===== config.mk =====
export PLATFORM = sky130hd
export DESIGN_NAME = hbw_front
export DESIGN_NICKNAME = d
export VERILOG_FILES = /design/src/logic/hbw_pkg.sv /design/src/logic/hbw_front.sv
export SDC_FILE = /design/constraint.sdc
export NUM_CORES = 1
export LEC_CHECK = 0
export BUFFER_PORTS_ARGS = -buffer_cell sky130_fd_sc_hd__buf_2
export CORE_MARGIN = 3
export CORE_UTILIZATION = 25
export DETAILED_ROUTE_END_ITERATION = 12
export PLACE_DENSITY_LB_ADDON = 0.25
export SLEW_MARGIN = 10
export SYNTH_ARGS = -nofsm -noshare
export SYNTH_HDL_FRONTEND = slang
export SYNTH_SLANG_ARGS = --single-unit

===== constraint.sdc =====
create_clock -name CLOCK -period 4 [get_ports CLOCK]
set_input_delay 0.8 -clock CLOCK [delete_from_list [all_inputs] [get_ports CLOCK]]
set_output_delay 0.8 -clock CLOCK [all_outputs]
set_load 0.01 [all_outputs]

===== src/logic/hbw_pkg.sv =====
// package for the host bus width and select front end
package hbw_pkg;
  localparam int MEM_AW = 20;
  localparam int IO_AW = 16;
  localparam int MEM_HI = 19;
  localparam int MEM_LO = 11;
  localparam int IO_HI = 15;
  localparam int IO_LO = 2;
  localparam logic [8:0] MEM_BASE_RST = 9'h0_1A0;
  localparam logic [13:0] IO_BASE_RST = 14'h00B8;
  localparam int CFG_WIDTH_BIT = 7;
  localparam int WAIT_XTAL_MIN = 2;
  localparam logic [1:0] WAIT_CNT_LOAD = 2'h2;
  localparam logic [1:0] WAIT_CNT_ZERO = 2'h0;
  typedef struct packed {
    logic [MEM_AW-1:0] addr;
    logic rd;
    logic wr;
  } hbw_mem_acc_t;
  typedef enum logic [1:0] {W_IDLE, W_HOLD, W_DONE} hbw_wait_t;
endpackage : hbw_pkg


===== src/logic/hbw_front.sv =====
// host bus width detect, wide selects, address latch and wait-state timer
// Behaviour
// detect input low after reset, before first config write, selects 16-bit mode.
// no low seen in that window leaves 8-bit mode.
// width bit shows detected default without any software write.
// config write replaces default; later detect levels are ignored.
// detect input has weak pull-up; open pin reads high, 8-bit.
// board drives detect low only when a 16-bit bus is present.
// memory wide select compares unlatched upper address, independent of latch enable.
// I/O wide select compares unlatched I/O address directly.
// I/O wide select asserted only while address matches and AEN low.
// addresses still latched internally and latched copy used for access.
// address captured on falling edge of memory read and write strobes.
// board holds latch enable high in 8-bit mode.
// each half of a split transfer uses its own strobe-edge address.
// wait state holds ready negated two to three crystal clocks.
// ready negation length same for every internal cycle type.
// detect input synchronised; sticky low-seen flag until first config write.
`timescale 1ns/1ps
module hbw_front
  import hbw_pkg::*;
#(
  parameter logic [8:0] MEM_BASE = MEM_BASE_RST,
  parameter logic [13:0] IO_BASE = IO_BASE_RST
) (
  input wire logic CLOCK,
  input wire logic RSTN,
  input wire logic BUS_WIDTH_DETECT_N,
  input wire logic CFG_WRITE,
  input wire logic CFG_WIDTH_IN,
  input wire logic WAIT_ENABLE,
  input wire logic ACCESS_START,
  input wire logic [hbw_pkg::MEM_AW-1:0] SA,
  input wire logic AEN,
  input wire logic BALE,
  input wire logic MEM_READ_STROBE_N,
  input wire logic MEM_WRITE_STROBE_N,
  output logic WIDE_MODE,
  output logic MEM_WIDE_SELECT_N,
  output logic IO_WIDE_SELECT_N,
  output logic IOCHRDY,
  output hbw_pkg::hbw_mem_acc_t LATCHED_ACCESS
);
  import hbw_pkg::*;

  // pull-up lives in the pad; open pin arrives high
  logic det_s1_r, det_s2_r;
  logic rd_s1_r, rd_s2_r, wr_s1_r, wr_s2_r;
  logic rd_d_r, wr_d_r;
  // address must settle before the strobe; both see the same sync delay
  logic [MEM_AW-1:0] a_s1_r, a_s2_r;
  logic aen_s1_r, aen_s2_r, bale_s1_r, bale_s2_r;

  // two-flop synchronisers for detect, strobe, address, aen and bale pins
  always_ff @(posedge CLOCK or negedge RSTN) begin
    if (!RSTN) begin
      det_s1_r <= 1'b1;
      det_s2_r <= 1'b1;
      rd_s1_r <= 1'b1;
      rd_s2_r <= 1'b1;
      wr_s1_r <= 1'b1;
      wr_s2_r <= 1'b1;
      rd_d_r <= 1'b1;
      wr_d_r <= 1'b1;
      a_s1_r <= '0;
      a_s2_r <= '0;
      aen_s1_r <= 1'b1;
      aen_s2_r <= 1'b1;
      bale_s1_r <= 1'b1;
      bale_s2_r <= 1'b1;
    end else begin
      det_s1_r <= BUS_WIDTH_DETECT_N;
      det_s2_r <= det_s1_r;
      rd_s1_r <= MEM_READ_STROBE_N;
      rd_s2_r <= rd_s1_r;
      wr_s1_r <= MEM_WRITE_STROBE_N;
      wr_s2_r <= wr_s1_r;
      rd_d_r <= rd_s2_r;
      wr_d_r <= wr_s2_r;
      a_s1_r <= SA;
      a_s2_r <= a_s1_r;
      aen_s1_r <= AEN;
      aen_s2_r <= aen_s1_r;
      bale_s1_r <= BALE;
      bale_s2_r <= bale_s1_r;
    end
  end

  // width mode: sticky low-seen until the first config write
  logic cfg_written_r, cfg_written_nxt;
  logic wide_r, wide_nxt;
  always_comb begin
    cfg_written_nxt = cfg_written_r;
    wide_nxt = wide_r;
    // write beats a detect low in the same cycle
    if (CFG_WRITE) begin
      // software override sticks
      cfg_written_nxt = 1'b1;
      wide_nxt = CFG_WIDTH_IN;
    end else if (!cfg_written_r && !det_s2_r) begin
      // low seen sets 16-bit default
      wide_nxt = 1'b1;
    end
  end
  always_ff @(posedge CLOCK or negedge RSTN) begin
    if (!RSTN) begin
      // default 8-bit until a low is seen
      cfg_written_r <= 1'b0;
      wide_r <= 1'b0;
    end else begin
      cfg_written_r <= cfg_written_nxt;
      wide_r <= wide_nxt;
    end
  end

  // wide selects from the unlatched address; bale not consulted
  logic memcs_r, memcs_nxt, iocs_r, iocs_nxt;
  always_comb begin
    // memory decode on live address
    memcs_nxt = !(a_s2_r[MEM_HI:MEM_LO] == MEM_BASE);
    // io decode qualified by aen low
    iocs_nxt = !((a_s2_r[IO_HI:IO_LO] == IO_BASE) && !aen_s2_r);
  end
  always_ff @(posedge CLOCK or negedge RSTN) begin
    if (!RSTN) begin
      memcs_r <= 1'b1;
      iocs_r <= 1'b1;
    end else begin
      memcs_r <= memcs_nxt;
      iocs_r <= iocs_nxt;
    end
  end

  // address latch on strobe leading edge; bale ignored on purpose
  hbw_mem_acc_t lat_r, lat_nxt;
  logic rd_fall, wr_fall;
  always_comb begin
    rd_fall = rd_d_r && !rd_s2_r;
    wr_fall = wr_d_r && !wr_s2_r;
    lat_nxt = lat_r;
    lat_nxt.rd = 1'b0;
    lat_nxt.wr = 1'b0;
    // each strobe edge takes its own address
    if (rd_fall || wr_fall) begin
      lat_nxt.addr = a_s2_r;
      lat_nxt.rd = rd_fall;
      lat_nxt.wr = wr_fall;
    end
  end
  always_ff @(posedge CLOCK or negedge RSTN) begin
    if (!RSTN) begin
      lat_r <= '0;
    end else begin
      lat_r <= lat_nxt;
    end
  end

  // wait-state timer, one length for every cycle type
  hbw_wait_t ws_r, ws_nxt;
  logic [1:0] wcnt_r, wcnt_nxt;
  logic rdy_r, rdy_nxt;
  always_comb begin
    ws_nxt = ws_r;
    wcnt_nxt = wcnt_r;
    rdy_nxt = rdy_r;
    unique case (ws_r)
      W_IDLE: begin
        rdy_nxt = 1'b1;
        // same load for ram, register and prom cycles
        if (ACCESS_START && WAIT_ENABLE) begin
          ws_nxt = W_HOLD;
          wcnt_nxt = WAIT_CNT_LOAD;
          rdy_nxt = 1'b0;
        end
      end
      W_HOLD: begin
        rdy_nxt = 1'b0;
        wcnt_nxt = wcnt_r - 2'h1;
        // release after two clocks, the short end of the span
        if (wcnt_r == 2'h1) begin
          ws_nxt = W_DONE;
          rdy_nxt = 1'b1;
        end
      end
      W_DONE: begin
        rdy_nxt = 1'b1;
        wcnt_nxt = WAIT_CNT_ZERO;
        ws_nxt = W_IDLE;
      end
      // spare code falls back to idle with ready released
      default: begin
        ws_nxt = W_IDLE;
        wcnt_nxt = WAIT_CNT_ZERO;
        rdy_nxt = 1'b1;
      end
    endcase
  end
  always_ff @(posedge CLOCK or negedge RSTN) begin
    if (!RSTN) begin
      ws_r <= W_IDLE;
      wcnt_r <= WAIT_CNT_ZERO;
      rdy_r <= 1'b1;
    end else begin
      ws_r <= ws_nxt;
      wcnt_r <= wcnt_nxt;
      rdy_r <= rdy_nxt;
    end
  end

  assign WIDE_MODE = wide_r;
  assign MEM_WIDE_SELECT_N = memcs_r;
  assign IO_WIDE_SELECT_N = iocs_r;
  assign IOCHRDY = rdy_r;
  assign LATCHED_ACCESS = lat_r;
endmodule : hbw_front


After elaboration in Yosys (flattened, before gate mapping)
Cells that the tools add are included.
- output and inout port bits: 26
- word-level logic and storage cells: 56
- bits in registers: 81
- equal/unequal tests: 6
- add/sub/neg operators: 1
- multiplexer cells: 11
- reduce and logical (&&, ||, !) cells: 16
- operator list (operator ; count):
    $eq 14x8->1 const B ; 1
    $eq 9x9->1 const B ; 1
    $mux 2 ; 4
    $pmux 2 s2 ; 2
    $logic_not 1->1 ; 7
    $logic_and 1x1->1 ; 5
    $eq 2x1->1 const B ; 2
    $mux 1 ; 4
    $ne 2x2->1 const B ; 2
    $logic_not 2->1 ; 1
    $pmux 1 s2 ; 1
    $reduce_and 2->1 ; 1
    $reduce_bool 2->1 ; 1
    $sub 2x1->2 const B ; 1
    $logic_or 1x1->1 ; 1

Depth between registers and ports, before layout
Gate-level depths: netlist of run 1.
- word-level depth: 4
- gate-level depth with buffers: 4

Worst setup path before layout of run 1
OpenSTA, ideal clock, no wires.
- path kind: register -> output
- start point: reg rdy_r, in the netlist IOCHRDY
- end point: out IOCHRDY
- arrival time: 0.520 ns
- slack: 2.680 ns
- cell stages (with the launch flop): 1
- required time: 3.200 ns
- path through: dfstp_2
- RTL lines (what ; RTL line ; RTL):
    start, declared ; hbw_front.sv:161 ; logic rdy_r, rdy_nxt;
    start signal, assigned ; hbw_front.sv:206 ; rdy_r <= rdy_nxt;
    end, declared ; hbw_front.sv:41 ; output logic IOCHRDY,
No word-level cell between the ends.

Worst setup path after layout of run 1
- start point: reg memcs_r, in the netlist MEM_WIDE_SELECT_N
- end point: out MEM_WIDE_SELECT_N
- RTL lines (what ; RTL line ; RTL):
    start, declared ; hbw_front.sv:117 ; logic memcs_r, memcs_nxt, iocs_r, iocs_nxt;
    start signal, assigned ; hbw_front.sv:129 ; memcs_r <= memcs_nxt;
    end, declared ; hbw_front.sv:39 ; output logic MEM_WIDE_SELECT_N,
No word-level cell between the ends.

==> impl_metrics.yaml, run 1 <==
status:
  status: "finished clean"
routing:
  drtIter0Drc: 14
  drc: 0
  via_per_inst: 3.63
  num_vias: 1215
  routed.top_layer: "met4"
  dr_wl_met3_um: 242
  wl_per_cell_um: 12.6
  final_antenna_net_count: 0
  met1_length_um: 1840
  met2WireLength_um: 2040
  routed_wirelength_um: 4230
  drt-pass1-iter-count: 3
floorplanning:
  rows: 36
  die_h_um: 107
  core-area_um2: 9860
  start_util_pct: 26.0
  die_w_um: 107
  dieArea_um2: 11500
  io_pins: 57
global_routing:
  grtUsageTotal_pct: 8.19
  antenna_found_initial: 0
  grt_max_degree: 82
  grt_pass1_vias: 1282
  grt_pass1_wl_um: 6890
  overflow: 0
critical_path:
  startpoint_type: "register"
  required_ns: 3.20
  critPathTopFamily: "flip-flops"
  critPathKind: "register to output pin"
  critPathArrivalTime_ns: 0.99
  critPathMaxStageDelay_ns: 0.53
  crit_buf_inv: 1
  cp-end-kind: "output pin"
  slowest_stage: "dfstp_2"
  rr_worst_depth: 3
  crit_path_cell_trace: "buf_2"
  path_depth: 1
  cp_max_fo: 1
layout:
  nets: 229
  layout_commonest_cell: "dfrtp_1"
  antenna_cells: 0
  nFillCells: 978
  postLayoutCellArea_um2: 3190
  drive_gt1_share_pct: 53.5
  areaGrowthSynthToFinish_pct: 24.3
  layout_common_cells: "dfrtp_1, buf_2, mux2_4"
power_and_ir_drop:
  leakagePower_nw: 1.51
  vdd_ir_drop_max_mv: 0.205
  p_per_area_nw_per_um2: 548
placed_design:
  place_area_um2: 2990
  dp_hpwl_um: 2780
  place.gp.congestion: 0.623
  portBuffers: 55
synthesis:
  syn_avg_cell_area_um2: 19.3
  yosysWarnings: 0
  synth_top_flop_cell: "dfrtp_1"
  synth-seq-cells: 81
  synth_edf_count: 0
  ys_seq_area_share_pct: 79.5
  syn_nets: 165
  syn_inst: 133
  synth-async-reset-ratio_pct: 100
  yosysUniqueCellTypes: 23
  syn_area_um2: 2570
timing:
  worst-slew-pin-transition_ns: 0.990
  fmax_mhz: 559
  finalClockSkew_ns: 0.0116
  setup_tns_ns: 0
  setup_viol: 0
  post-route-min-period_ns: 1.79
  fin_crit_sh_pct: 44.7
  relSlewSlack_pct: 34.0
  hold_viol: 0
  rsz0062_at_grt: "false"
  drv_slew: 0
clock_tree:
  cts_sinks: 81
  clockBufferDepth: 2
  clk_pin_slew_ns: 0.09
  cts_resized: 0
  cts_htree_levels: 3
  postCtsSetupRepairBufs: 0
  cts_tree: "built"
  clockRootBuffer: "clkbuf_8"
  clk_latency_ns: 0.35
  cts_hold_buf: 0
  cts_buffers: 9
hold_path:
  worstHoldPathCells: 0
  hold_class: "register to register"
run:
  cap_violations: 0
-- worst paths after layout --
| path | startpoint | endpoint | slack, ns |
|---|---|---|---|
| min | a_s1_r[12]$_DFF_PN0_ | a_s2_r[12]$_DFF_PN0_ | 0.35 |
| min reg2reg | a_s1_r[12]$_DFF_PN0_ | a_s2_r[12]$_DFF_PN0_ | 0.35 |
| max reg2reg | rd_s2_r$_DFF_PN1_ | LATCHED_ACCESS[21]$_DFFE_PN0P_ | 2.26 |
| min in group asynchronous | RSTN | ws_r[0]$_DFFE_PN0P_ | 0.59 |
| max in group asynchronous | RSTN | a_s1_r[3]$_DFF_PN0_ | 2.74 |
| max | MEM_WIDE_SELECT_N$_DFF_PN1_ | MEM_WIDE_SELECT_N | 2.21 |
-- metrics by stage --
stage	hold slack, ns	util (%)	std cells	power (mW)	setup WS, ns
4_1_cts	0.353	32.4	335	1.79	2.17
5_1_grt	0.355	32.4	335	1.85	2.16
2_1_floorplan	0.331	-	133	1.08	2.68
3_5_place_dp	0.335	30.3	319	1.17	2.22
6_report	0.347	32.4	335	1.75	2.21
3_3_place_gp	0.332	30.3	319	1.17	2.24
-- Yosys cell counts (2+ instances only) --
master | n | share of area, %
buf_6 | 2 | 0.88
nor2b_4 | 2 | 1.1
a21oi_1 | 2 | 0.39
dfrtp_1 | 68 | 66
mux2_4 | 20 | 12
nor2_1 | 2 | 0.29
dfstp_2 | 13 | 13
nand2_1 | 3 | 0.44
nor3_1 | 4 | 0.78
nand2b_1 | 2 | 0.49
inv_1 | 3 | 0.44
-- area by class of cell --
| class | instances | area [um2] | area share (%) |
|---|---|---|---|
| clock buffer | 9 | 124 | 3.88 |
| clock inverter | 7 | 77.6 | 2.43 |
| inverter | 3 | 11.3 | 0.353 |
| multi-input combinational | 47 | 492 | 15.4 |
| sequential | 81 | 2040 | 64.0 |
| tap | 133 | 166 | 5.21 |
| timing repair buffer | 55 | 278 | 8.70 |
-- flip-flops by register name, summed over array words and instances, names as in the netlist, 2 cells and up --
| signal | count |
|---|---|
| a_s1_r | 20 |
| ws_r | 2 |
| LATCHED_ACCESS | 22 |
| a_s2_r | 20 |
| wcnt_r | 2 |
-- per-layer routing --
metal	track usage, %	vias to the layer above
met1	10.6	595
met5	0	-
li1	-	574
met4	5.14	0
met2	11.7	36
met3	2.76	10
-- power by group --
group          total [mW]  internal, mW  switching [mW]
logic               0.200         0.110          0.0898
clock network       0.600         0.295           0.305
registers           0.949         0.905          0.0438
total                1.75          1.31           0.439
-- cells by family (layout without fill, tap and decap cells) --
| group | after synthesis | after routing | synth area share (%) |
|---|---|---|---|
| simple gates | 22 | 22 | 5.85 |
| flops | 81 | 81 | 79.5 |
| compound gates | 3 | 3 | 0.731 |
| mux | 21 | 21 | 12.1 |
| fa+ha+maj | 1 | 1 | 0.487 |
| buf+inv | 5 | 74 | 1.32 |
No activity file was read; power rests on OpenSTA's default activity.
==> run 2: changes to the inputs <==
- clock period: 4 -> 1.84 ns (I/O delays scaled with it)
==> run 2 against run 1 <==
Worst setup slack worse by 1.7 ns. First-iteration DRC count is 71% higher. Utilization is 0.79 points higher. Critical endpoint is now IOCHRDY.
==> impl_metrics.yaml, run 2 (same netlist as run 1, synthesis figures left out) <==
timing:
  fmax_mhz: 739
  setup_tns_ns: 0
  timing.hold.ws_ns: 0.117
  rsz0062_at_grt: "false"
  relSlewSlack_pct: 67.6
  worst-slew-pin-transition_ns: 0.482
  finalClockSkew_ns: 0.0103
  hold_viol: 0
  drv_slew: 0
  post-route-min-period_ns: 1.35
  fin_crit_sh_pct: 73.5
  setup_viol: 0
  setup_ws_ns: 0.487
layout:
  layout_common_cells: "dfrtp_1, buf_2, mux2_4"
  areaGrowthSynthToFinish_pct: 27.3
  postLayoutCellArea_um2: 3270
  nets: 233
  layout_commonest_cell: "dfrtp_1"
  antenna_cells: 0
  largest_reg_flops: 22
  drive_gt1_share_pct: 52.9
clock_tree:
  clk_pin_slew_ns: 0.08
  clockBufferDepth: 2
  cts_htree_levels: 3
  cts_buffers: 9
  clk_latency_ns: 0.34
  postCtsSetupRepairBufs: 0
  clockRootBuffer: "clkbuf_8"
  cts_tree: "built"
  cts_sinks: 81
floorplanning:
  die_w_um: 107
  start_util_pct: 26.0
  rows: 36
  die_h_um: 107
  io_pins: 57
  core-area_um2: 9860
  dieArea_um2: 11500
power_and_ir_drop:
  leakagePower_nw: 1.54
  vdd_ir_drop_max_mv: 0.502
  p_per_area_nw_per_um2: 1200
  power_mw: 3.93
global_routing:
  antenna_found_initial: 0
  overflow: 0
  grtUsageTotal_pct: 8.20
  grt_pass1_vias: 1338
  grt_pass1_wl_um: 7020
  grt_max_degree: 42
critical_path:
  crit_path_cell_trace: "buf_2"
  cp-end-kind: "output pin"
  slowest_stage: "dfstp_2"
  cp_max_fo: 1
  startpoint_type: "register"
  critPathArrivalTime_ns: 0.98
  crit_buf_inv: 1
  critPathTopFamily: "flip-flops"
  critPathMaxStageDelay_ns: 0.53
  required_ns: 1.47
  critPathKind: "register to output pin"
placed_design:
  dp_hpwl_um: 2860
  place.gp.congestion: 0.631
  place_area_um2: 3040
  portBuffers: 55
  place_ws_ns: 0.482
routing:
  routed_wirelength_um: 4220
  final_antenna_net_count: 0
  num_vias: 1249
  via_per_inst: 3.68
  wl_per_cell_um: 12.4
  drtIter0Drc: 24
  drc: 0
  drt-pass1-iter-count: 3
hold_path:
  hold_class: "input pin to register"
status:
  status: "finished clean"
run:
  cap_violations: 0
[run 2: changes by cell type in the layout (fill, tap and decap cells not counted)]
cell,delta
dlygate4sd3_1,+1
clkinv_2,-2
clkbuf_8,+1
clkinvlp_4,+1
inv_8,-1
buf_4,+1
clkbuf_1,+2
buf_12,+2
clkinv_4,-2
bufinv_16,+1
[run 2: path summary, 6_finish.rpt]
check                                           from                        endpoint  slack (ns)  depth (start not counted)
worst max-delay path               IOCHRDY$_DFF_PN1_                         IOCHRDY        0.49                          1
worst min-delay path              BUS_WIDTH_DETECT_N              det_s1_r$_DFF_PN1_        0.12                          1
worst max register to register     rd_s2_r$_DFF_PN1_  LATCHED_ACCESS[18]$_DFFE_PN0P_        0.49                          4
worst min register to register  a_s1_r[11]$_DFF_PN0_            a_s2_r[11]$_DFF_PN0_        0.35                          0
max in group asynchronous                       RSTN     MEM_WIDE_SELECT_N$_DFF_PN1_        0.75                          3
min in group asynchronous                       RSTN       cfg_written_r$_DFFE_PN0P_        0.45                          2
[run 2: where the power goes]
part | switching, mW | internal, mW | leakage, nW | total (mW)
combinational | 0.196 | 0.251 | 0.501 | 0.447
clock | 0.609 | 0.808 | 0.107 | 1.42
sequential | 0.100 | 1.97 | 0.931 | 2.07
total | 0.906 | 3.03 | 1.54 | 3.93
[run 2: final cells by class]
class	instances	area [um2]
repair buffers	59	335
fillers	965	6600
clock inverters	4	76.3
flip-flops and latches	81	2040
clock buffers	12	145
inverters	3	11.3
multi-input cells	47	492
well taps	133	166
[run 2: timing repair]
action | in CTS | in global routing
endpoints found under the hold margin | 16 | 0
resized for setup | 0 | 0
setup endpoints to repair | 0 | 0
hold buffers | 1 | 0
[run 2: per-stage QoR]
stage                     cells  util (%)
final                       339      33.1
after global routing        339      33.1
after CTS                   339      33.1
after detailed placement    322      30.8
after global placement      322      30.8
after floorplan             133         -
[run 2: routing by layer]
metal	vias up	part of all wire, %	routed length [um]	track usage, %
met2	35	50	2100	12.3
met3	8	6.4	269	3.54
met1	627	42	1790	10.3
met4	0	1.4	61	3.52
met5	-	0	0	0
li1	579	-	-	-
==> run 3: changes to the inputs <==
- clock period: 1.84 -> 1.21 ns (I/O delays scaled with it)
==> run 3 against run 2 <==
The flow now finishes with violations (negative setup slack). Clock power grew 39%. Sequential power is 52% higher. Combinational power is 76% higher. Final area rose by 9.3%. Worst setup slack got worse by 0.64 ns. Global-route usage rose by 0.25 points. Die area unchanged. Sequential share of layout area shrank 5.3 points. Clock-buffer cell count shrank 2. First-iteration DRC count decreased by 75%. Hold slack lost 0.036 ns. Critical path type is now register to register. Largest power group unchanged. Highest routed layer unchanged.
==> impl_metrics.yaml, run 3 (same netlist as run 1, synthesis figures left out) <==
clock_tree:
  clockBufferDepth: 2
  cts_buffers: 9
  cts_sinks: 81
  postCtsSetupRepairBufs: 0
  cts_htree_levels: 3
  clk_latency_ns: 0.34
  cts_tree: "built"
  clockRootBuffer: "clkbuf_8"
  clk_pin_slew_ns: 0.08
critical_path:
  reg2reg_from: "rd_s2_r$_DFF_PN1_"
  startpoint_type: "register"
  required_ns: 1.44
  crit_path_cell_trace: "nor2b_4 > nor2_4 > buf_12 > mux2_4"
  critPathArrivalTime_ns: 1.59
  critPathKind: "register to register"
  critPathMaxStageDelay_ns: 0.56
  slowest_stage: "dfstp_2"
  cp-end-kind: "register"
  cp_max_fo: 12
  worstSetupStartpoint: "rd_s2_r$_DFF_PN1_"
floorplanning:
  die_w_um: 107
  dieArea_um2: 11500
  core-area_um2: 9860
  io_pins: 57
  die_h_um: 107
  start_util_pct: 26.0
  rows: 36
routing:
  routed_wirelength_um: 4320
  drtIter0Drc: 6
  drt-pass1-iter-count: 2
  num_vias: 1350
  via_per_inst: 3.67
  final_antenna_net_count: 0
  wl_per_cell_um: 11.7
  drc: 0
status:
  violations: "negative setup slack"
  status: "complete, but fails checks"
timing:
  hold_viol: 0
  post-route-min-period_ns: 1.36
  drv_slew: 0
  setup_ws_ns: -0.148
  fmax_mhz: 736
  worst-slew-pin-transition_ns: 0.306
  finalClockSkew_ns: 0.00834
  rsz0062_at_grt: "true"
  relSlewSlack_pct: 79.3
  fin_crit_sh_pct: 112
  setup_viol: 22
placed_design:
  dp_hpwl_um: 2970
  portBuffers: 55
  place.gp.congestion: 0.634
  place_ws_ns: -0.151
power_and_ir_drop:
  power_mw: 5.92
  p_per_area_nw_per_um2: 1660
  vdd_ir_drop_max_mv: 0.886
  leakagePower_nw: 1.67
hold_path:
  hold_path.startpoint: "CFG_WRITE"
  hold_class: "input pin to register"
global_routing:
  antenna_found_initial: 0
  grtUsageTotal_pct: 8.45
  grt_pass1_wl_um: 7200
  grt_max_degree: 35
  overflow: 0
  grt_pass1_vias: 1486
layout:
  nets: 262
  layout_commonest_cell: "dfrtp_1"
  largest_reg_flops: 22
  areaGrowthSynthToFinish_pct: 39.1
  nFillCells: 945
  antenna_cells: 0
  layout_common_cells: "dfrtp_1, buf_2, dlygate4sd3_1"
  drive_gt1_share_pct: 49.4
run:
  cap_violations: 0
-- run 3: final timing paths --
path                            slack (ns)                              to  depth (start not counted)
worst max-delay path                 -0.15  LATCHED_ACCESS[10]$_DFFE_PN0P_                          4
worst min-delay path                  0.08           WIDE_MODE$_DFFE_PN0P_                          2
worst max register to register       -0.15  LATCHED_ACCESS[10]$_DFFE_PN0P_                          4
worst min register to register        0.34            a_s2_r[13]$_DFF_PN0_                          0
max in group asynchronous             0.41      IO_WIDE_SELECT_N$_DFF_PN1_                          3
min in group asynchronous             0.31            a_s2_r[13]$_DFF_PN0_                          2
-- run 3: final cells by class --
type | instances | area [um2] | area share [%]
inverters | 3 | 11.3 | 0.315
clock buffers | 10 | 138 | 3.85
clock inverters | 6 | 66.3 | 1.86
flip-flops and latches | 81 | 2040 | 57.2
well taps | 133 | 166 | 4.66
multi-input cells | 47 | 492 | 13.8
repair buffers | 88 | 657 | 18.4
-- run 3: power breakdown --
group | switching, mW | internal, mW | total [mW]
clock network | 0.968 | 1.01 | 1.98
logic | 0.315 | 0.471 | 0.787
registers | 0.155 | 2.99 | 3.15
total | 1.44 | 4.48 | 5.92
-- run 3: timing repair --
item                                    in CTS  in global routing
endpoints found under the setup margin      23                 23
resized for setup                            3                  0
cloned                                       0                  0
hold endpoints to repair                    35                  0
hold buffers                                25                  0
-- run 3: per-stage QoR --
step                TNS (ns)  cells  area, um2  hold slack [ns]  util, %
finish                 -2.71    368       3570           0.0807     36.2
global route           -3.44    368       3570           0.0712     36.2
CTS                    -2.97    368       3570           0.0551     36.2
detailed placement     -2.76    327       3100            0.150     31.4
global placement       -2.48    327       3100            0.149     31.4
floorplan              -1.36    133       2570          -0.0536        -
-- run 3: metal layers --
metal  global-route usage [%]  part of all wire [%]
met3                     3.06                   6.3
met1                     10.1                    43
met5                        0                     0
met4                     4.87                   2.6
met2                     13.1                    48
-- run 3: worst max-delay path: cells and delay by family (launching register included) --
kind / cells / cell delay (ns)
DFF: 1 / 0.56
muxes: 1 / 0.30
and+or+nand+nor: 2 / 0.21
buffers and inverters: 1 / 0.17
